$ cat src/sonet_oh_pkg.sv
// Shared constants and types for the overhead datapath top and its add lanes
package sonet_oh_pkg;
	localparam int LANES = 16;
	localparam int SYNC_STAGES = 3;
	localparam int GROUPS = 4;
	localparam int GROUP_LANES = 4;
	localparam logic [15:0] FRAME_WORD = 16'hF628;
	localparam logic [6:0] SCRAMBLER_SEED = 7'h7F;
	// Frame geometry in byte columns; each column is eight rising edges of the line clock
	localparam logic [6:0] FRAME_COLS = 7'd90;
	localparam logic [6:0] OH_COLS = 7'd3;
	localparam logic [3:0] ROWS = 4'd9;
	localparam logic [3:0] PTR_ROW = 4'd3;
	localparam logic [6:0] H1_COL = 7'd0;
	localparam logic [6:0] H2_COL = 7'd1;
	localparam logic [6:0] COL_AFTER_FRAMING = 7'd2;
	localparam logic [2:0] LAST_BIT = 3'd7;
	// Pin vector positions after the input synchronisers
	localparam int PIN_RX_CLK = 0;
	localparam int PIN_TX_CLK = 1;
	localparam int PIN_DROP_CLK = 2;
	localparam int PIN_TX_FS = 3;
	localparam int PIN_RATE = 4;
	localparam int PIN_BYPASS = 5;
	localparam int PIN_HOST = 6;
	localparam int PIN_RX_DATA = 7;
	localparam int PIN_COUNT = 23;
	typedef enum logic [1:0] {
		LINE_HUNT = 2'b00,
		LINE_LOCKED = 2'b01
	} line_state_t;
endpackage

$ cat src/add_lane_recover.sv
// One add stream: edge recovery, framing, byte alignment, descrambling and a small buffer
`timescale 1ns/1ps
module add_lane_recover #(
	parameter int DEPTH = 4
) (
	// Clock and reset
	input wire logic i_clock,
	input wire logic i_nrst,
	// Serial add stream and its recovered clock
	input wire logic i_add_bit,
	input wire logic i_add_clock,
	// Read side
	input wire logic i_pop,
	output logic [7:0] o_byte,
	output logic o_ready,
	output logic o_locked
);
	import sonet_oh_pkg::*;
	localparam int AW = $clog2(DEPTH);
	logic [SYNC_STAGES-1:0] clk_sync;
	logic [SYNC_STAGES-1:0] bit_sync;
	logic clk_level, next_clk_level, bit_level, next_bit_level;
	logic [15:0] shift, next_shift;
	logic [7:0] desc, next_desc;
	logic locked, next_locked;
	logic [2:0] bit_count, next_bit_count;
	logic [6:0] scr, next_scr;
	logic [AW:0] wr_ptr, next_wr_ptr, rd_ptr, next_rd_ptr;
	logic [7:0] mem [DEPTH];
	logic [7:0] out_byte, next_out;
	logic clk_rise, word_done, full, empty;

	always_comb begin
		next_clk_level = (clk_sync[1] == clk_sync[2]) ? clk_sync[2] : clk_level;
		next_bit_level = (bit_sync[1] == bit_sync[2]) ? bit_sync[2] : bit_level;
		clk_rise = next_clk_level & ~clk_level;
		next_shift = shift;
		next_desc = desc;
		next_locked = locked;
		next_bit_count = bit_count;
		next_scr = scr;
		word_done = 1'b0;
		if (clk_rise) begin
			next_shift = {shift[14:0], bit_level};
			if (next_shift == FRAME_WORD) begin
				next_locked = 1'b1;
				next_bit_count = '0;
				next_scr = SCRAMBLER_SEED;
			end else if (locked) begin
				next_desc = {desc[6:0], bit_level ^ scr[6]};
				next_scr = {scr[5:0], scr[6] ^ scr[5]};
				next_bit_count = bit_count + 3'd1;
				word_done = (bit_count == LAST_BIT);
			end
		end
		full = (wr_ptr[AW] != rd_ptr[AW]) && (wr_ptr[AW-1:0] == rd_ptr[AW-1:0]);
		empty = (wr_ptr == rd_ptr);
		next_wr_ptr = wr_ptr + {{AW{1'b0}}, word_done & ~full};
		next_rd_ptr = rd_ptr + {{AW{1'b0}}, i_pop & ~empty};
		next_out = (i_pop && !empty) ? mem[rd_ptr[AW-1:0]] : out_byte;
	end

	always_ff @(posedge i_clock or negedge i_nrst) begin
		if (!i_nrst) begin
			clk_sync <= '0;
			bit_sync <= '0;
			clk_level <= 1'b0;
			bit_level <= 1'b0;
			shift <= '0;
			desc <= '0;
			locked <= 1'b0;
			bit_count <= '0;
			scr <= SCRAMBLER_SEED;
			wr_ptr <= '0;
			rd_ptr <= '0;
			out_byte <= '0;
		end else begin
			clk_sync <= {clk_sync[1:0], i_add_clock};
			bit_sync <= {bit_sync[1:0], i_add_bit};
			clk_level <= next_clk_level;
			bit_level <= next_bit_level;
			shift <= next_shift;
			desc <= next_desc;
			locked <= next_locked;
			bit_count <= next_bit_count;
			scr <= next_scr;
			wr_ptr <= next_wr_ptr;
			rd_ptr <= next_rd_ptr;
			out_byte <= next_out;
		end
	end

	always_ff @(posedge i_clock) begin
		if (word_done && !full) begin
			mem[wr_ptr[AW-1:0]] <= next_desc;
		end
	end

	assign o_byte = out_byte;
	assign o_ready = ~empty;
	assign o_locked = locked;
endmodule

$ cat src/sonet_overhead_datapath_top.sv
// Overhead terminator datapath top: mode straps, add, transmit, receive and drop paths
`timescale 1ns/1ps
module sonet_overhead_datapath_top #(
	parameter int DROP_DEPTH = 4,
	parameter int ADD_DEPTH = 4
) (
	// Clock and reset
	input wire logic i_clock,
	input wire logic i_nrst,
	// Mode straps and resulting modes
	input wire logic i_rate_select_strap,
	input wire logic i_drop_retiming_bypass,
	input wire logic i_host_port_sync_select,
	output logic o_quad_sts48_mode,
	output logic o_bypass_active,
	output logic o_host_port_sync,
	// Add side streams
	input wire logic [sonet_oh_pkg::LANES-1:0] i_add_data,
	input wire logic [sonet_oh_pkg::LANES-1:0] i_add_clock,
	output logic [sonet_oh_pkg::LANES-1:0] o_add_locked,
	// Transmit line
	input wire logic i_tx_clock,
	input wire logic i_tx_frame_sync,
	input wire logic i_tx_scramble_enable,
	input wire logic i_tx_oh_source_serial,
	input wire logic [sonet_oh_pkg::LANES-1:0] i_tx_oh_serial_word,
	input wire logic [sonet_oh_pkg::LANES-1:0] i_tx_oh_config_word,
	output logic [sonet_oh_pkg::LANES-1:0] o_tx_line_data,
	output logic o_tx_line_valid,
	// Receive line
	input wire logic i_rx_line_clock,
	input wire logic [sonet_oh_pkg::LANES-1:0] i_rx_line_data,
	input wire logic i_rx_descramble_enable,
	input wire logic i_rx_oh_serial_enable,
	input wire logic i_rx_poh_monitor,
	output logic o_rx_in_frame,
	output logic [sonet_oh_pkg::LANES-1:0] o_rx_oh_data,
	output logic o_rx_oh_valid,
	output logic [sonet_oh_pkg::LANES-1:0] o_rx_oh_held,
	output logic [9:0] o_rx_pointer,
	output logic o_rx_spe_start,
	output logic [sonet_oh_pkg::LANES-1:0] o_rx_poh_word,
	output logic o_rx_path_alarm,
	// Drop side
	input wire logic i_drop_clock,
	output logic [sonet_oh_pkg::LANES-1:0] o_drop_data,
	output logic o_drop_valid,
	output logic o_drop_spe,
	output logic o_drop_adjust
);
	import sonet_oh_pkg::*;
	localparam int DAW = $clog2(DROP_DEPTH);
	logic [PIN_COUNT-1:0] pin_s1, pin_s2, pin_s3, pin_level, next_pin_level;
	logic [PIN_COUNT-1:0] pin_raw;
	logic [1:0] settle, next_settle;
	logic straps_taken, next_straps_taken;
	logic quad, next_quad, bypass, next_bypass, host_sync, next_host_sync;
	logic rx_rise, tx_rise, drop_rise, fs_rise;
	// Add lanes
	logic [LANES-1:0] lane_ready, pop;
	logic [7:0] lane_byte [LANES];
	// Transmit state
	logic fs_pend, next_fs_pend;
	logic [2:0] tx_bit, next_tx_bit;
	logic [6:0] tx_col, next_tx_col;
	logic [3:0] tx_row, next_tx_row;
	logic [6:0] tx_scr, next_tx_scr;
	logic [LANES-1:0] tx_word, next_tx_word, add_bits;
	logic tx_valid, next_tx_valid, tx_ptr_pos, tx_oh_pos, tx_frm_pos;
	// Receive state
	line_state_t rx_state, next_rx_state;
	logic [GROUPS-1:0][15:0] rx_shift, next_rx_shift;
	logic [GROUPS-1:0] lead_match;
	logic frame_match;
	logic [2:0] rx_bit, next_rx_bit;
	logic [6:0] rx_col, next_rx_col;
	logic [3:0] rx_row, next_rx_row;
	logic [6:0] rx_scr, next_rx_scr;
	logic [LANES-1:0] rx_word, oh_data, next_oh_data, oh_held, next_oh_held;
	logic [LANES-1:0] poh_word, next_poh_word;
	logic oh_valid, next_oh_valid, spe_start, next_spe_start;
	logic rx_ptr_pos, rx_oh_pos, rx_frm_pos, rx_pay;
	logic [15:0] ptr_shift, next_ptr_shift;
	logic [9:0] pointer, next_pointer, pay_idx, next_pay_idx;
	// Drop state
	logic [LANES:0] drop_mem [DROP_DEPTH];
	logic [DAW:0] dwr, next_dwr, drd, next_drd, drop_count;
	logic [LANES-1:0] drop_data, next_drop_data;
	logic drop_valid, next_drop_valid, drop_spe, next_drop_spe, adjust, next_adjust;
	logic drop_write;

	assign pin_raw = {i_rx_line_data, i_host_port_sync_select, i_drop_retiming_bypass,
		i_rate_select_strap, i_tx_frame_sync, i_drop_clock, i_tx_clock, i_rx_line_clock};

	genvar g;
	generate
		for (g = 0; g < LANES; g++) begin : gen_lane
			add_lane_recover #(.DEPTH(ADD_DEPTH)) u_lane (
				.i_clock(i_clock),
				.i_nrst(i_nrst),
				.i_add_bit(i_add_data[g]),
				.i_add_clock(i_add_clock[g]),
				.i_pop(pop[g]),
				.o_byte(lane_byte[g]),
				.o_ready(lane_ready[g]),
				.o_locked(o_add_locked[g])
			);
			assign add_bits[g] = lane_byte[g][LAST_BIT - tx_bit];
		end
	endgenerate

	// Pins, strap capture
	always_comb begin
		next_pin_level = pin_level;
		for (int i = 0; i < PIN_COUNT; i++) begin
			if (pin_s2[i] == pin_s3[i]) next_pin_level[i] = pin_s3[i];
		end
		rx_rise = next_pin_level[PIN_RX_CLK] & ~pin_level[PIN_RX_CLK];
		tx_rise = next_pin_level[PIN_TX_CLK] & ~pin_level[PIN_TX_CLK];
		drop_rise = next_pin_level[PIN_DROP_CLK] & ~pin_level[PIN_DROP_CLK];
		fs_rise = next_pin_level[PIN_TX_FS] & ~pin_level[PIN_TX_FS];
		next_settle = (settle == 2'(SYNC_STAGES)) ? settle : settle + 2'd1;
		next_straps_taken = straps_taken | (settle == 2'(SYNC_STAGES));
		next_quad = quad;
		next_bypass = bypass;
		next_host_sync = host_sync;
		// Straps are sampled once; later changes are ignored on purpose
		if (!straps_taken && settle == 2'(SYNC_STAGES)) begin
			// Filtered level lands on this same edge, so take the incoming value
			// rate, bypass and host port sync modes
			next_quad = next_pin_level[PIN_RATE];
			next_bypass = next_pin_level[PIN_BYPASS];
			next_host_sync = next_pin_level[PIN_HOST];
		end
	end

	// Transmit path
	always_comb begin
		tx_frm_pos = (tx_row == '0) && (tx_col < COL_AFTER_FRAMING);
		tx_ptr_pos = (tx_row == PTR_ROW) && (tx_col == H1_COL || tx_col == H2_COL);
		tx_oh_pos = (tx_col < OH_COLS);
		next_fs_pend = fs_rise | (fs_pend & ~tx_rise);
		next_tx_bit = tx_bit;
		next_tx_col = tx_col;
		next_tx_row = tx_row;
		next_tx_scr = tx_scr;
		next_tx_word = tx_word;
		next_tx_valid = 1'b0;
		pop = '0;
		if (tx_rise) begin
			next_tx_valid = 1'b1;
			// overhead source, pointers from add data
			if (tx_frm_pos) next_tx_word = {LANES{FRAME_WORD[4'(15 - {tx_col[0], tx_bit})]}};
			else if (tx_oh_pos && !tx_ptr_pos)
				next_tx_word = i_tx_oh_source_serial ? i_tx_oh_serial_word : i_tx_oh_config_word;
			else next_tx_word = add_bits;
			// optional scrambling, first row overhead left clear
			if (i_tx_scramble_enable && !(tx_row == '0 && tx_oh_pos))
				next_tx_word = next_tx_word ^ {LANES{tx_scr[6]}};
			next_tx_scr = {tx_scr[5:0], tx_scr[6] ^ tx_scr[5]};
			next_tx_bit = tx_bit + 3'd1;
			if (tx_bit == LAST_BIT) begin
				pop = (&lane_ready) ? '1 : '0;
				next_tx_col = (tx_col == FRAME_COLS - 7'd1) ? '0 : tx_col + 7'd1;
				if (tx_col == FRAME_COLS - 7'd1)
					next_tx_row = (tx_row == ROWS - 4'd1) ? '0 : tx_row + 4'd1;
			end
			if (fs_pend) begin
				next_tx_bit = '0;
				next_tx_col = '0;
				next_tx_row = '0;
				next_tx_scr = SCRAMBLER_SEED;
			end
		end
	end

	// Receive path
	always_comb begin
		rx_word = pin_level[PIN_RX_DATA +: LANES];
		next_rx_shift = rx_shift;
		for (int k = 0; k < GROUPS; k++) begin
			if (rx_rise) next_rx_shift[k] = {rx_shift[k][14:0], rx_word[k * GROUP_LANES]};
			lead_match[k] = (next_rx_shift[k] == FRAME_WORD);
		end
		// per channel framing; quad mode needs every channel in frame
		frame_match = rx_rise && (quad ? &lead_match : lead_match[0]);
		rx_frm_pos = (rx_row == '0) && (rx_col < COL_AFTER_FRAMING);
		rx_ptr_pos = (rx_row == PTR_ROW) && (rx_col == H1_COL || rx_col == H2_COL);
		rx_oh_pos = (rx_col < OH_COLS) && !rx_frm_pos && !rx_ptr_pos;
		rx_pay = (rx_state == LINE_LOCKED) && rx_rise && (rx_col >= OH_COLS);
		if (i_rx_descramble_enable && !(rx_row == '0 && rx_col < OH_COLS))
			rx_word = rx_word ^ {LANES{rx_scr[6]}};
		next_rx_state = rx_state;
		next_rx_bit = rx_bit;
		next_rx_col = rx_col;
		next_rx_row = rx_row;
		next_rx_scr = rx_scr;
		next_oh_data = oh_data;
		next_oh_held = oh_held;
		next_oh_valid = 1'b0;
		next_ptr_shift = ptr_shift;
		next_pointer = pointer;
		next_pay_idx = pay_idx;
		next_spe_start = 1'b0;
		next_poh_word = poh_word;
		case (rx_state)
			LINE_HUNT: begin
				if (frame_match) next_rx_state = LINE_LOCKED;
			end
			LINE_LOCKED: begin
				if (rx_rise) begin
					if (rx_oh_pos && i_rx_oh_serial_enable) begin
						next_oh_data = rx_word;
						next_oh_valid = 1'b1;
					end else if (rx_oh_pos) begin
						next_oh_held = rx_word;
					end
					if (rx_ptr_pos) next_ptr_shift = {ptr_shift[14:0], rx_word[0]};
					if (rx_ptr_pos && rx_col == H2_COL && rx_bit == LAST_BIT)
						next_pointer = next_ptr_shift[9:0];
					if (rx_pay && rx_bit == '0 && pay_idx == pointer) begin
						next_spe_start = 1'b1;
						next_poh_word = rx_word;
					end
					if (rx_pay && rx_bit == LAST_BIT) next_pay_idx = pay_idx + 10'd1;
					next_rx_scr = {rx_scr[5:0], rx_scr[6] ^ rx_scr[5]};
					next_rx_bit = rx_bit + 3'd1;
					if (rx_bit == LAST_BIT) begin
						next_rx_col = (rx_col == FRAME_COLS - 7'd1) ? '0 : rx_col + 7'd1;
						if (rx_col == FRAME_COLS - 7'd1)
							next_rx_row = (rx_row == ROWS - 4'd1) ? '0 : rx_row + 4'd1;
					end
				end
			end
			default: next_rx_state = LINE_HUNT;
		endcase
		if (frame_match) begin
			next_rx_bit = '0;
			next_rx_col = COL_AFTER_FRAMING;
			next_rx_row = '0;
			next_rx_scr = SCRAMBLER_SEED;
			next_pay_idx = '0;
		end
	end

	// Drop aligner
	always_comb begin
		drop_count = dwr - drd;
		drop_write = rx_pay && !bypass;
		next_dwr = dwr;
		next_drd = drd;
		next_drop_data = drop_data;
		next_drop_valid = 1'b0;
		next_drop_spe = 1'b0;
		next_adjust = 1'b0;
		if (bypass) begin
			// no store, receive timing drives the drop side
			if (rx_pay) begin
				next_drop_data = rx_word;
				next_drop_valid = 1'b1;
				next_drop_spe = next_spe_start;
			end
		end else begin
			// elastic store with adjustment on slip
			if (drop_write && drop_count == (DAW+1)'(DROP_DEPTH)) next_adjust = 1'b1;
			else if (drop_write) next_dwr = dwr + {{DAW{1'b0}}, 1'b1};
			if (drop_rise && drop_count == '0) next_adjust = 1'b1;
			else if (drop_rise) begin
				next_drop_data = drop_mem[drd[DAW-1:0]][LANES-1:0];
				next_drop_spe = drop_mem[drd[DAW-1:0]][LANES];
				next_drop_valid = 1'b1;
				next_drd = drd + {{DAW{1'b0}}, 1'b1};
			end
		end
	end

	always_ff @(posedge i_clock) begin
		if (drop_write && drop_count != (DAW+1)'(DROP_DEPTH))
			drop_mem[dwr[DAW-1:0]] <= {next_spe_start, rx_word};
	end

	always_ff @(posedge i_clock or negedge i_nrst) begin
		if (!i_nrst) begin
			{pin_s1, pin_s2, pin_s3, pin_level} <= '0;
			settle <= '0;
			{straps_taken, quad, bypass, host_sync} <= '0;
			{fs_pend, tx_valid, oh_valid, spe_start} <= '0;
			{tx_bit, tx_col, tx_row, rx_bit, rx_col, rx_row} <= '0;
			tx_scr <= SCRAMBLER_SEED;
			rx_scr <= SCRAMBLER_SEED;
			{tx_word, oh_data, oh_held, poh_word, drop_data} <= '0;
			rx_state <= LINE_HUNT;
			rx_shift <= '0;
			{ptr_shift, pointer, pay_idx} <= '0;
			{dwr, drd, drop_valid, drop_spe, adjust} <= '0;
		end else begin
			pin_s1 <= pin_raw;
			pin_s2 <= pin_s1;
			pin_s3 <= pin_s2;
			pin_level <= next_pin_level;
			settle <= next_settle;
			straps_taken <= next_straps_taken;
			quad <= next_quad;
			bypass <= next_bypass;
			host_sync <= next_host_sync;
			fs_pend <= next_fs_pend;
			tx_bit <= next_tx_bit;
			tx_col <= next_tx_col;
			tx_row <= next_tx_row;
			tx_scr <= next_tx_scr;
			tx_word <= next_tx_word;
			tx_valid <= next_tx_valid;
			rx_state <= next_rx_state;
			rx_shift <= next_rx_shift;
			rx_bit <= next_rx_bit;
			rx_col <= next_rx_col;
			rx_row <= next_rx_row;
			rx_scr <= next_rx_scr;
			oh_data <= next_oh_data;
			oh_held <= next_oh_held;
			oh_valid <= next_oh_valid;
			ptr_shift <= next_ptr_shift;
			pointer <= next_pointer;
			pay_idx <= next_pay_idx;
			spe_start <= next_spe_start;
			poh_word <= next_poh_word;
			dwr <= next_dwr;
			drd <= next_drd;
			drop_data <= next_drop_data;
			drop_valid <= next_drop_valid;
			drop_spe <= next_drop_spe;
			adjust <= next_adjust;
		end
	end

	assign o_quad_sts48_mode = quad;
	assign o_bypass_active = bypass;
	assign o_host_port_sync = host_sync;
	assign o_tx_line_data = tx_word;
	assign o_tx_line_valid = tx_valid;
	assign o_rx_in_frame = (rx_state == LINE_LOCKED);
	assign o_rx_oh_data = oh_data;
	assign o_rx_oh_valid = oh_valid;
	assign o_rx_oh_held = oh_held;
	assign o_rx_pointer = pointer;
	assign o_rx_spe_start = spe_start;
	assign o_rx_poh_word = poh_word;
	// unequipped path flagged only while monitoring
	assign o_rx_path_alarm = i_rx_poh_monitor && (rx_state == LINE_LOCKED) && (poh_word == '0);
	assign o_drop_data = drop_data;
	assign o_drop_valid = drop_valid;
	assign o_drop_spe = drop_spe;
	assign o_drop_adjust = adjust;
endmodule

$ cat config.mk
export PLATFORM = sky130hd
export DESIGN_NAME = sonet_overhead_datapath_top
export DESIGN_NICKNAME = d
export VERILOG_FILES = /design/src/sonet_oh_pkg.sv /design/src/add_lane_recover.sv /design/src/sonet_overhead_datapath_top.sv
export SDC_FILE = /design/constraint.sdc
export NUM_CORES = 2
export LEC_CHECK = 0
export BUFFER_PORTS_ARGS = -buffer_cell sky130_fd_sc_hd__buf_2
export CORE_UTILIZATION = 56
export CTS_CLUSTER_SIZE = 24
export DETAILED_ROUTE_END_ITERATION = 10
export MAX_ROUTING_LAYER = met4
export PLACE_DENSITY_LB_ADDON = 0.25
export SETUP_SLACK_MARGIN = 0.4
export SYNTH_ARGS = -nofsm -noshare
export SYNTH_HDL_FRONTEND = slang
export SYNTH_SLANG_ARGS = --single-unit
$ cat constraint.sdc
create_clock -name i_clock -period 4.9 [get_ports i_clock]
set_clock_uncertainty 0.15 [all_clocks]
set_input_delay 0.245 -clock i_clock [delete_from_list [all_inputs] [get_ports i_clock]]
set_output_delay 0.245 -clock i_clock [all_outputs]
set_load 0.01 [all_outputs]
# Yosys cells after proc, flatten, opt, wreduce, memory -nomap -nowiden
# Memories as Yosys holds them, arrays and structs flattened. A register that Yosys moved wholly into a read port is not among the register bits.
# Cells that the tools add are included.
op_classes:
  add_sub_neg: 61
  magnitude_cmp: 7
  n_eq_ne: 157
  mux: 319
  bitwise_logic: 149
  reduce_logical: 213
op_table:
  columns: ["operator", "n"]
  rows:
  - ["two-way mux 8 bit", 48]
  - ["equality test 16 bit, second input constant", 20]
  - ["two-way mux 7 bit", 44]
  - ["two-way mux 16 bit", 17]
  - ["two-way mux 1 bit", 141]
  - ["two-way mux 3 bit", 36]
  - ["adder 3 x 1 -> 3 bit", 32]
  - ["logical AND 1 bit", 75]
  - ["AND reduction 2 bit", 36]
  - ["adder 3 x 1 -> 3 bit, second input constant", 20]
  - ["inverter 1 bit", 58]
  - ["equality test 3 bit, second input constant", 19]
  - ["equality test 1 bit", 55]
  - ["zero test 1 bit", 55]
  - ["AND 1 bit", 53]
  - ["two-way mux 10 bit", 5]
  - ["binary-select mux 1 bit (select 3 bit)", 16]
  - ["equality test 3 bit", 16]
  - ["nonzero test 2 bit", 24]
  - ["two-way mux 4 bit", 10]
  - ["XOR 1 bit", 34]
  - ["equality test 2 bit", 16]
  - ["XOR 16 bit", 2]
  - ["< comparator 7 x 2 -> 1 bit, second input constant", 4]
  - ["other kinds (33)", 70]
word_totals:
  regBits: 1097
  ram_bits: 580
  mem_bits_ro: 16
  inputBits: 94
  out_inout_bits: 117
  wordCells: 1155
  memories: 18
memory_table:
  columns: ["name", "depth", "width", "read_ports", "rd_clocked_by_memory_dff", "wr", "line_no", "source"]
  rows:
  - ["drop_mem", 4, 17, 1, 0, 1, "sonet_overhead_datapath_top.sv:86", "logic [LANES:0] drop_mem [DROP_DEPTH];"]
  - ["gen_lane[0].u_lane.mem", 4, 8, 1, 1, 1, "add_lane_recover.sv:29", "logic [7:0] mem [DEPTH];"]
  - ["gen_lane[10].u_lane.mem", 4, 8, 1, 1, 1, "add_lane_recover.sv:29", null]
  - ["gen_lane[11].u_lane.mem", 4, 8, 1, 1, 1, "add_lane_recover.sv:29", null]
  - ["gen_lane[12].u_lane.mem", 4, 8, 1, 1, 1, "add_lane_recover.sv:29", null]
  - ["gen_lane[13].u_lane.mem", 4, 8, 1, 1, 1, "add_lane_recover.sv:29", null]
  - ["12 more memories", null, null, null, null, null, null, null]

# Logic depth before layout (Yosys ltp)
depth:
  ltp_word: 12
  ltp_mapped: 11
  depth_no_buf: 9

# Modules after synthesis
# Synthesis repeated with hierarchy kept, for this count alone.
unflattened:
  hier_cells: 4579
  area_unflattened_um2: 71499.8
modules_own_cells:
  columns: ["module", "instances", "cells_per_inst", "area_each_um2", "seq_area_each_um2"]
  rows:
  - ["add_lane_recover at gen_lane[0].u_lane ...", 5, 199, 3425.8, 2371.0]
  - ["add_lane_recover at gen_lane[11].u_lane ...", 5, 199, 3405.8, 2371.0]
  - ["sonet_overhead_datapath_top", 1, 1406, 16867.4, 10217.3]
  - ["add_lane_recover at gen_lane[10].u_lane ...", 4, 199, 3413.3, 2371.0]
  - ["add_lane_recover at gen_lane[9].u_lane", 1, 199, 3423.3, 2371.0]
  - ["add_lane_recover at gen_lane[1].u_lane", 1, 188, 3398.3, 2371.0]

# Least setup slack after synthesis
# Ideal clock, no wire load.
synth_timing:
  kind: "register to register"
  start: "register drd[1]"
  end: "memory drop_mem[3][0] (netlist bit) (enable)"
  setup_time_ns: 0.376
  arrival_time_ns: 2.666
  required_time_ns: 4.374
  path_slack_ns: 1.707
  path_stages_with_launch: 10
  n_path_buf: 2
  synth_period_minus_slack_ns: 3.193
  cell_sequence: "dfrtp_1 clkbuf_1 clkbuf_1 inv_1 ha_1 nor2b_1 xnor2_1 o21ai_0 nor3_1 and2_1"
synth_via:
  elab_chain_len: 5
synth_lines:
  columns: ["element", "line_no", "source"]
  rows:
  - ["from (decl)", "sonet_overhead_datapath_top.sv:87", "logic [DAW:0] dwr, next_dwr, drd, next_drd, drop_count;"]
  - ["from (signal assigned)", "sonet_overhead_datapath_top.sv:328", "drd <= next_drd;"]
  - ["subtractor 3 bit", "sonet_overhead_datapath_top.sv:248", "drop_count = dwr - drd;"]
  - ["inequality test 3 bit", "sonet_overhead_datapath_top.sv:278", "if (drop_write && drop_count != (DAW+1)'(DROP_DEPTH))"]
  - ["logical AND 1 bit", "sonet_overhead_datapath_top.sv:278", null]
  - ["two-way mux 1 bit", "sonet_overhead_datapath_top.sv:278", null]
  - ["two-way mux 1 bit (implied by the code)", "sonet_overhead_datapath_top.sv:279", "drop_mem[dwr[DAW-1:0]] <= {next_spe_start, rx_word};"]
  - ["to (decl)", "sonet_overhead_datapath_top.sv:86", null]
# No other way between the ends.

# Worst setup path after layout
layout_timing:
  start: "register pin_s2[1]"
  end: "register gen_lane[6].u_lane.out_byte[4] (read register of gen_lane[6].u_lane.mem)"
layout_via:
  elab_chain_len: 5
layout_lines:
  columns: ["element", "line_no", "source"]
  rows:
  - ["from (decl)", "sonet_overhead_datapath_top.sv:53", "logic [PIN_COUNT-1:0] pin_s1, pin_s2, pin_s3, pin_level, next_pin_level;"]
  - ["from (signal assigned)", "sonet_overhead_datapath_top.sv:298", "pin_s2 <= pin_s1;"]
  - ["equality test 1 bit", "sonet_overhead_datapath_top.sv:116", "if (pin_s2[i] == pin_s3[i]) next_pin_level[i] = pin_s3[i];"]
  - ["two-way mux 1 bit", "sonet_overhead_datapath_top.sv:116", null]
  - ["AND 1 bit", "sonet_overhead_datapath_top.sv:119", "tx_rise = next_pin_level[PIN_TX_CLK] & ~pin_level[PIN_TX_CLK];"]
  - ["two-way mux 16 bit", "sonet_overhead_datapath_top.sv:150", "if (tx_rise) begin"]
  - ["logical AND 1 bit", "add_lane_recover.sv:60", "next_out = (i_pop && !empty) ? mem[rd_ptr[AW-1:0]] : out_byte;"]
  - ["to (decl)", "add_lane_recover.sv:30", "logic [7:0] out_byte, next_out;"]
# No other way between the ends.
# A chain may end at the register's enable or synchronous reset.

==> results.cfg <==
[pwr]
clkPwrFrac = 0.430
vdd_drop_max_mv = 0.366
total_power_w = 0.0324
seqPwrFrac = 0.512
p_comb_frac = 0.058
power_switching_w = 0.00738
p_sw_frac = 0.228
internal-power_w = 0.0250
p_leak_nw = 35.7
p_per_area_nw_per_um2 = 400

[setup_path]
r2r_setup_slack_ns = 1.19
arrival_ns = 4.23
rr_worst_depth = 9
criticalPathCategory = register to register
crit_chain = nand2_1 > or2_2 > inv_2 > nand3_1 > nor3_2 > buf_4 > and4b_4 > buf_4 > mux2_2
worst-path-stages = 9
path_buf_inv = 3
slowest_stage = and4b_4
path_max_fanout = 39
crit_required_ns = 5.42
critPathLaunchType = register
crit_start = pin_s2[1]$_DFF_PN0_
slowest_delay_ns = 0.59
crit_path_end_kind = register
crit_end = gen_lane[6].u_lane.o_byte[4]$_DFFE_PN0P_
cp_top_family = simple AND/OR/NAND/NOR gates
r2r_end = gen_lane[6].u_lane.o_byte[4]$_DFFE_PN0P_
crit_top_cell = buf_4
reg2reg_from = pin_s2[1]$_DFF_PN0_

[floorplan]
die_w_um = 358
die_h_um = 358
start_util = 0.564
core.rowCount = 130
core_area_um2 = 126000
dieArea_um2 = 128000
io_pins = 211

[grt]
grt_pass1_vias = 39700
antenna_found_initial = 4
grt_max_degree = 142
grtUsageTotal = 0.219
grt.overflow.total = 0
grt_pass1_wl_um = 214000

[yosys]
ys_seq_area_frac = 0.680
syn-cell-area_um2 = 70800
syn_area_per_cell_um2 = 13.9
postSynthNetCount = 5315
synth_warnings = 0
synth.distinct_cells = 66
synthFlopType = dfrtp_1
syn_inst = 5099
synthArstFlopShare = 0.678
synth_edf_count = 580
ys_ff_latch = 1802

[routing]
vias = 39700
dr.pass1.iters = 7
viasPerCell = 5.46
ant_nets = 0
drc = 0
routed_wl_um = 133000
drtIter0Drc = 3042
route.detailed.wl_per_inst_um = 18.3

[sta]
setup_violations = 0
slew_viol_final = 0
worstMarginPinSlew_ns = 1.14
hold_violations = 0
min_period_ns = 3.71
fin_ws_ns = 1.19
rsz0062_at_grt = no
max_freq_mhz = 270
finalSetupTns_ns = 0
fin_crit_sh = 0.757
relSlewSlack = 0.237

[final_layout]
area_delta_synth_final_pct = 14.4
multi_input_area_um2 = 21600
nFillCells = 8953
seq_area_um2 = 48200
drive_above_1_share = 0.208
final_nets = 5683

[place]
place_congestion = 0.815
dpl.hpwl_um = 84400
numPortBuffers = 210
dp_slack_ns = 1.26

[cts]
cts_htree_levels = 4
cts_sinks = 1802
cts_buffers = 177
postCtsSetupRepairBufs = 0
clkLatencyLatePin_ns = 0.79
hold_buffers = 130
cts_resized = 0
tritoncts = built
cts.clk_slew.worst_paths_ns = 0.06
clockBufferDepth = 3
cts_root_buffer = clkbuf_16

[job]
drv_cap = 0

[run_status]
status = completed

[hold_path]
hold_path.class = input pin to register
power by group through the flow:
stage / clock [W] / sequential [W] / combinational, W
5_1_grt: 0.0149 / 0.0167 / 0.00211
6_report: 0.0139 / 0.0166 / 0.00188
3_5_place_dp: 0 / 0.0169 / 0.00180
4_1_cts: 0.0143 / 0.0166 / 0.00190
3_3_place_gp: 0 / 0.0168 / 0.00176
2_1_floorplan: 0 / 0.0167 / 0.00106
cell families (layout without fill, tap and decap cells):
| group | Yosys count | after routing | share of synthesized area |
|---|---|---|---|
| simple gates | 1937 | 1937 | 0.121 |
| flops | 1802 | 1802 | 0.680 |
| mux | 569 | 569 | 0.116 |
| buf+inv | 242 | 766 | 0.0155 |
| compound gates | 217 | 217 | 0.0191 |
| fa+ha+maj | 174 | 174 | 0.0289 |
| xor+xnor | 158 | 158 | 0.0195 |
| other cells | 0 | 2 | 0 |
worst reg2reg max path: stages (launching register included):
cell	delay [ns]
dfrtp_1	0.38
nand2_1	0.06
or2_2	0.51
inv_2	0.30
nand3_1	0.22
nor3_2	0.17
buf_4	0.22
and4b_4	0.60
buf_4	0.56
mux2_2	0.43
cells in the final DEF, fill, tap and decap left out, types with 26 or more instances in the layout:
cell type,n
mux4_2,177
buf_4,51
maj3_1,52
dfrtp_1,1093
mux2i_1,128
buf_2,209
xnor2_1,98
nand3_1,96
clkinv_2,29
edfxtp_1,580
ha_1,122
nor2_1,112
dlygate4sd3_1,129
mux2_2,264
inv_1,28
o21ai_0,115
clkbuf_16,179
dfstp_2,126
or2_2,33
nor4_1,33
clkbuf_8,26
nand2_1,1413
xor2_1,60
a22o_1,29
clkbuf_1,42
sequential cells by signal (all words and copies together), names as in the netlist, 23 cells and up:
signal / cells
gen_lane.u_lane.mem: 512
drop_mem: 68
gen_lane.u_lane.bit_count: 48
gen_lane.u_lane.o_byte: 128
gen_lane.u_lane.scr: 112
pin_s2: 23
gen_lane.u_lane.shift: 240
pin_s3: 23
gen_lane.u_lane.wr_ptr: 48
gen_lane.u_lane.clk_sync: 48
gen_lane.u_lane.rd_ptr: 48
pin_s1: 23
gen_lane.u_lane.desc: 128
gen_lane.u_lane.bit_sync: 48
rx_shift: 63
pin_level: 23
metrics by stage:
step | hold slack, ns | cell area (um^2) | utilization | cells
3_5_place_dp | 0.185 | 73600 | 0.586 | 6808
2_1_floorplan | -0.201 | 70800 | - | 5099
4_1_cts | 0.00304 | 81000 | 0.645 | 7273
5_1_grt | 0.0492 | 81000 | 0.645 | 7274
6_report | 0.0703 | 81000 | 0.645 | 7275
3_3_place_gp | 0.183 | 73600 | 0.586 | 6808
routing by layer:
metal  part of all wire  GRT usage
met1               0.45      0.299
met2               0.47      0.334
met3              0.056     0.0469
met4              0.022     0.0612
met5                  0          -
worst min-delay path by stage:
stage                                                         start  slack (ns)  depth (start not counted)                                         to
after floorplan                                              i_nrst       -0.20                          0                         drd[0]$_DFFE_PN0P_
after global placement    gen_lane[10].u_lane.bit_sync[0]$_DFF_PN0_        0.18                          0  gen_lane[10].u_lane.bit_sync[1]$_DFF_PN0_
after detailed placement   gen_lane[2].u_lane.clk_sync[0]$_DFF_PN0_        0.18                          0   gen_lane[2].u_lane.clk_sync[1]$_DFF_PN0_
after CTS                                   i_tx_oh_serial_word[10]       0.003                          6             o_tx_line_data[10]$_DFFE_PN0P_
after global routing                         i_tx_oh_config_word[6]        0.05                          6              o_tx_line_data[6]$_DFFE_PN0P_
final                                       i_tx_oh_serial_word[10]        0.07                          6             o_tx_line_data[10]$_DFFE_PN0P_
cell type report:
cell class	count	share of cell area
sequential	1802	0.594
multi-input combinational	3055	0.267
clock buffer	248	0.0617
timing repair buffer	401	0.0366
tap	1650	0.0255
clock inverter	87	0.0136
inverter	30	0.00139
antenna	2	0.0000618
Yosys cell counts, drive strengths merged (10+ instances only):
master	instances	area share
a21oi	15	0.0011
a22o	29	0.0036
a31oi	19	0.0017
and2	11	0.00097
and3	22	0.0019
and3b	11	0.0014
and4b	17	0.0024
buf	89	0.0073
clkbuf	123	0.0065
dfrtp	1096	0.39
dfstp	126	0.047
edfxtp	580	0.25
ha	122	0.022
inv	29	0.0015
maj3	52	0.0073
mux2	264	0.042
mux2i	128	0.018
mux4	177	0.056
nand2	1413	0.075
nand2b	24	0.0021
nand3	97	0.0069
nand3b	10	0.0011
nand4	22	0.0019
nand4b	16	0.0020
nor2	112	0.0059
nor3	26	0.0019
nor3b	12	0.0013
nor4	35	0.0031
nor4bb	12	0.0017
o211ai	18	0.0019
o21ai	116	0.0082
or2	34	0.0030
or4	15	0.0016
or4bb	24	0.0038
xnor2	98	0.012
xor2	60	0.0074
No activity file was read; power rests on OpenSTA's default activity.
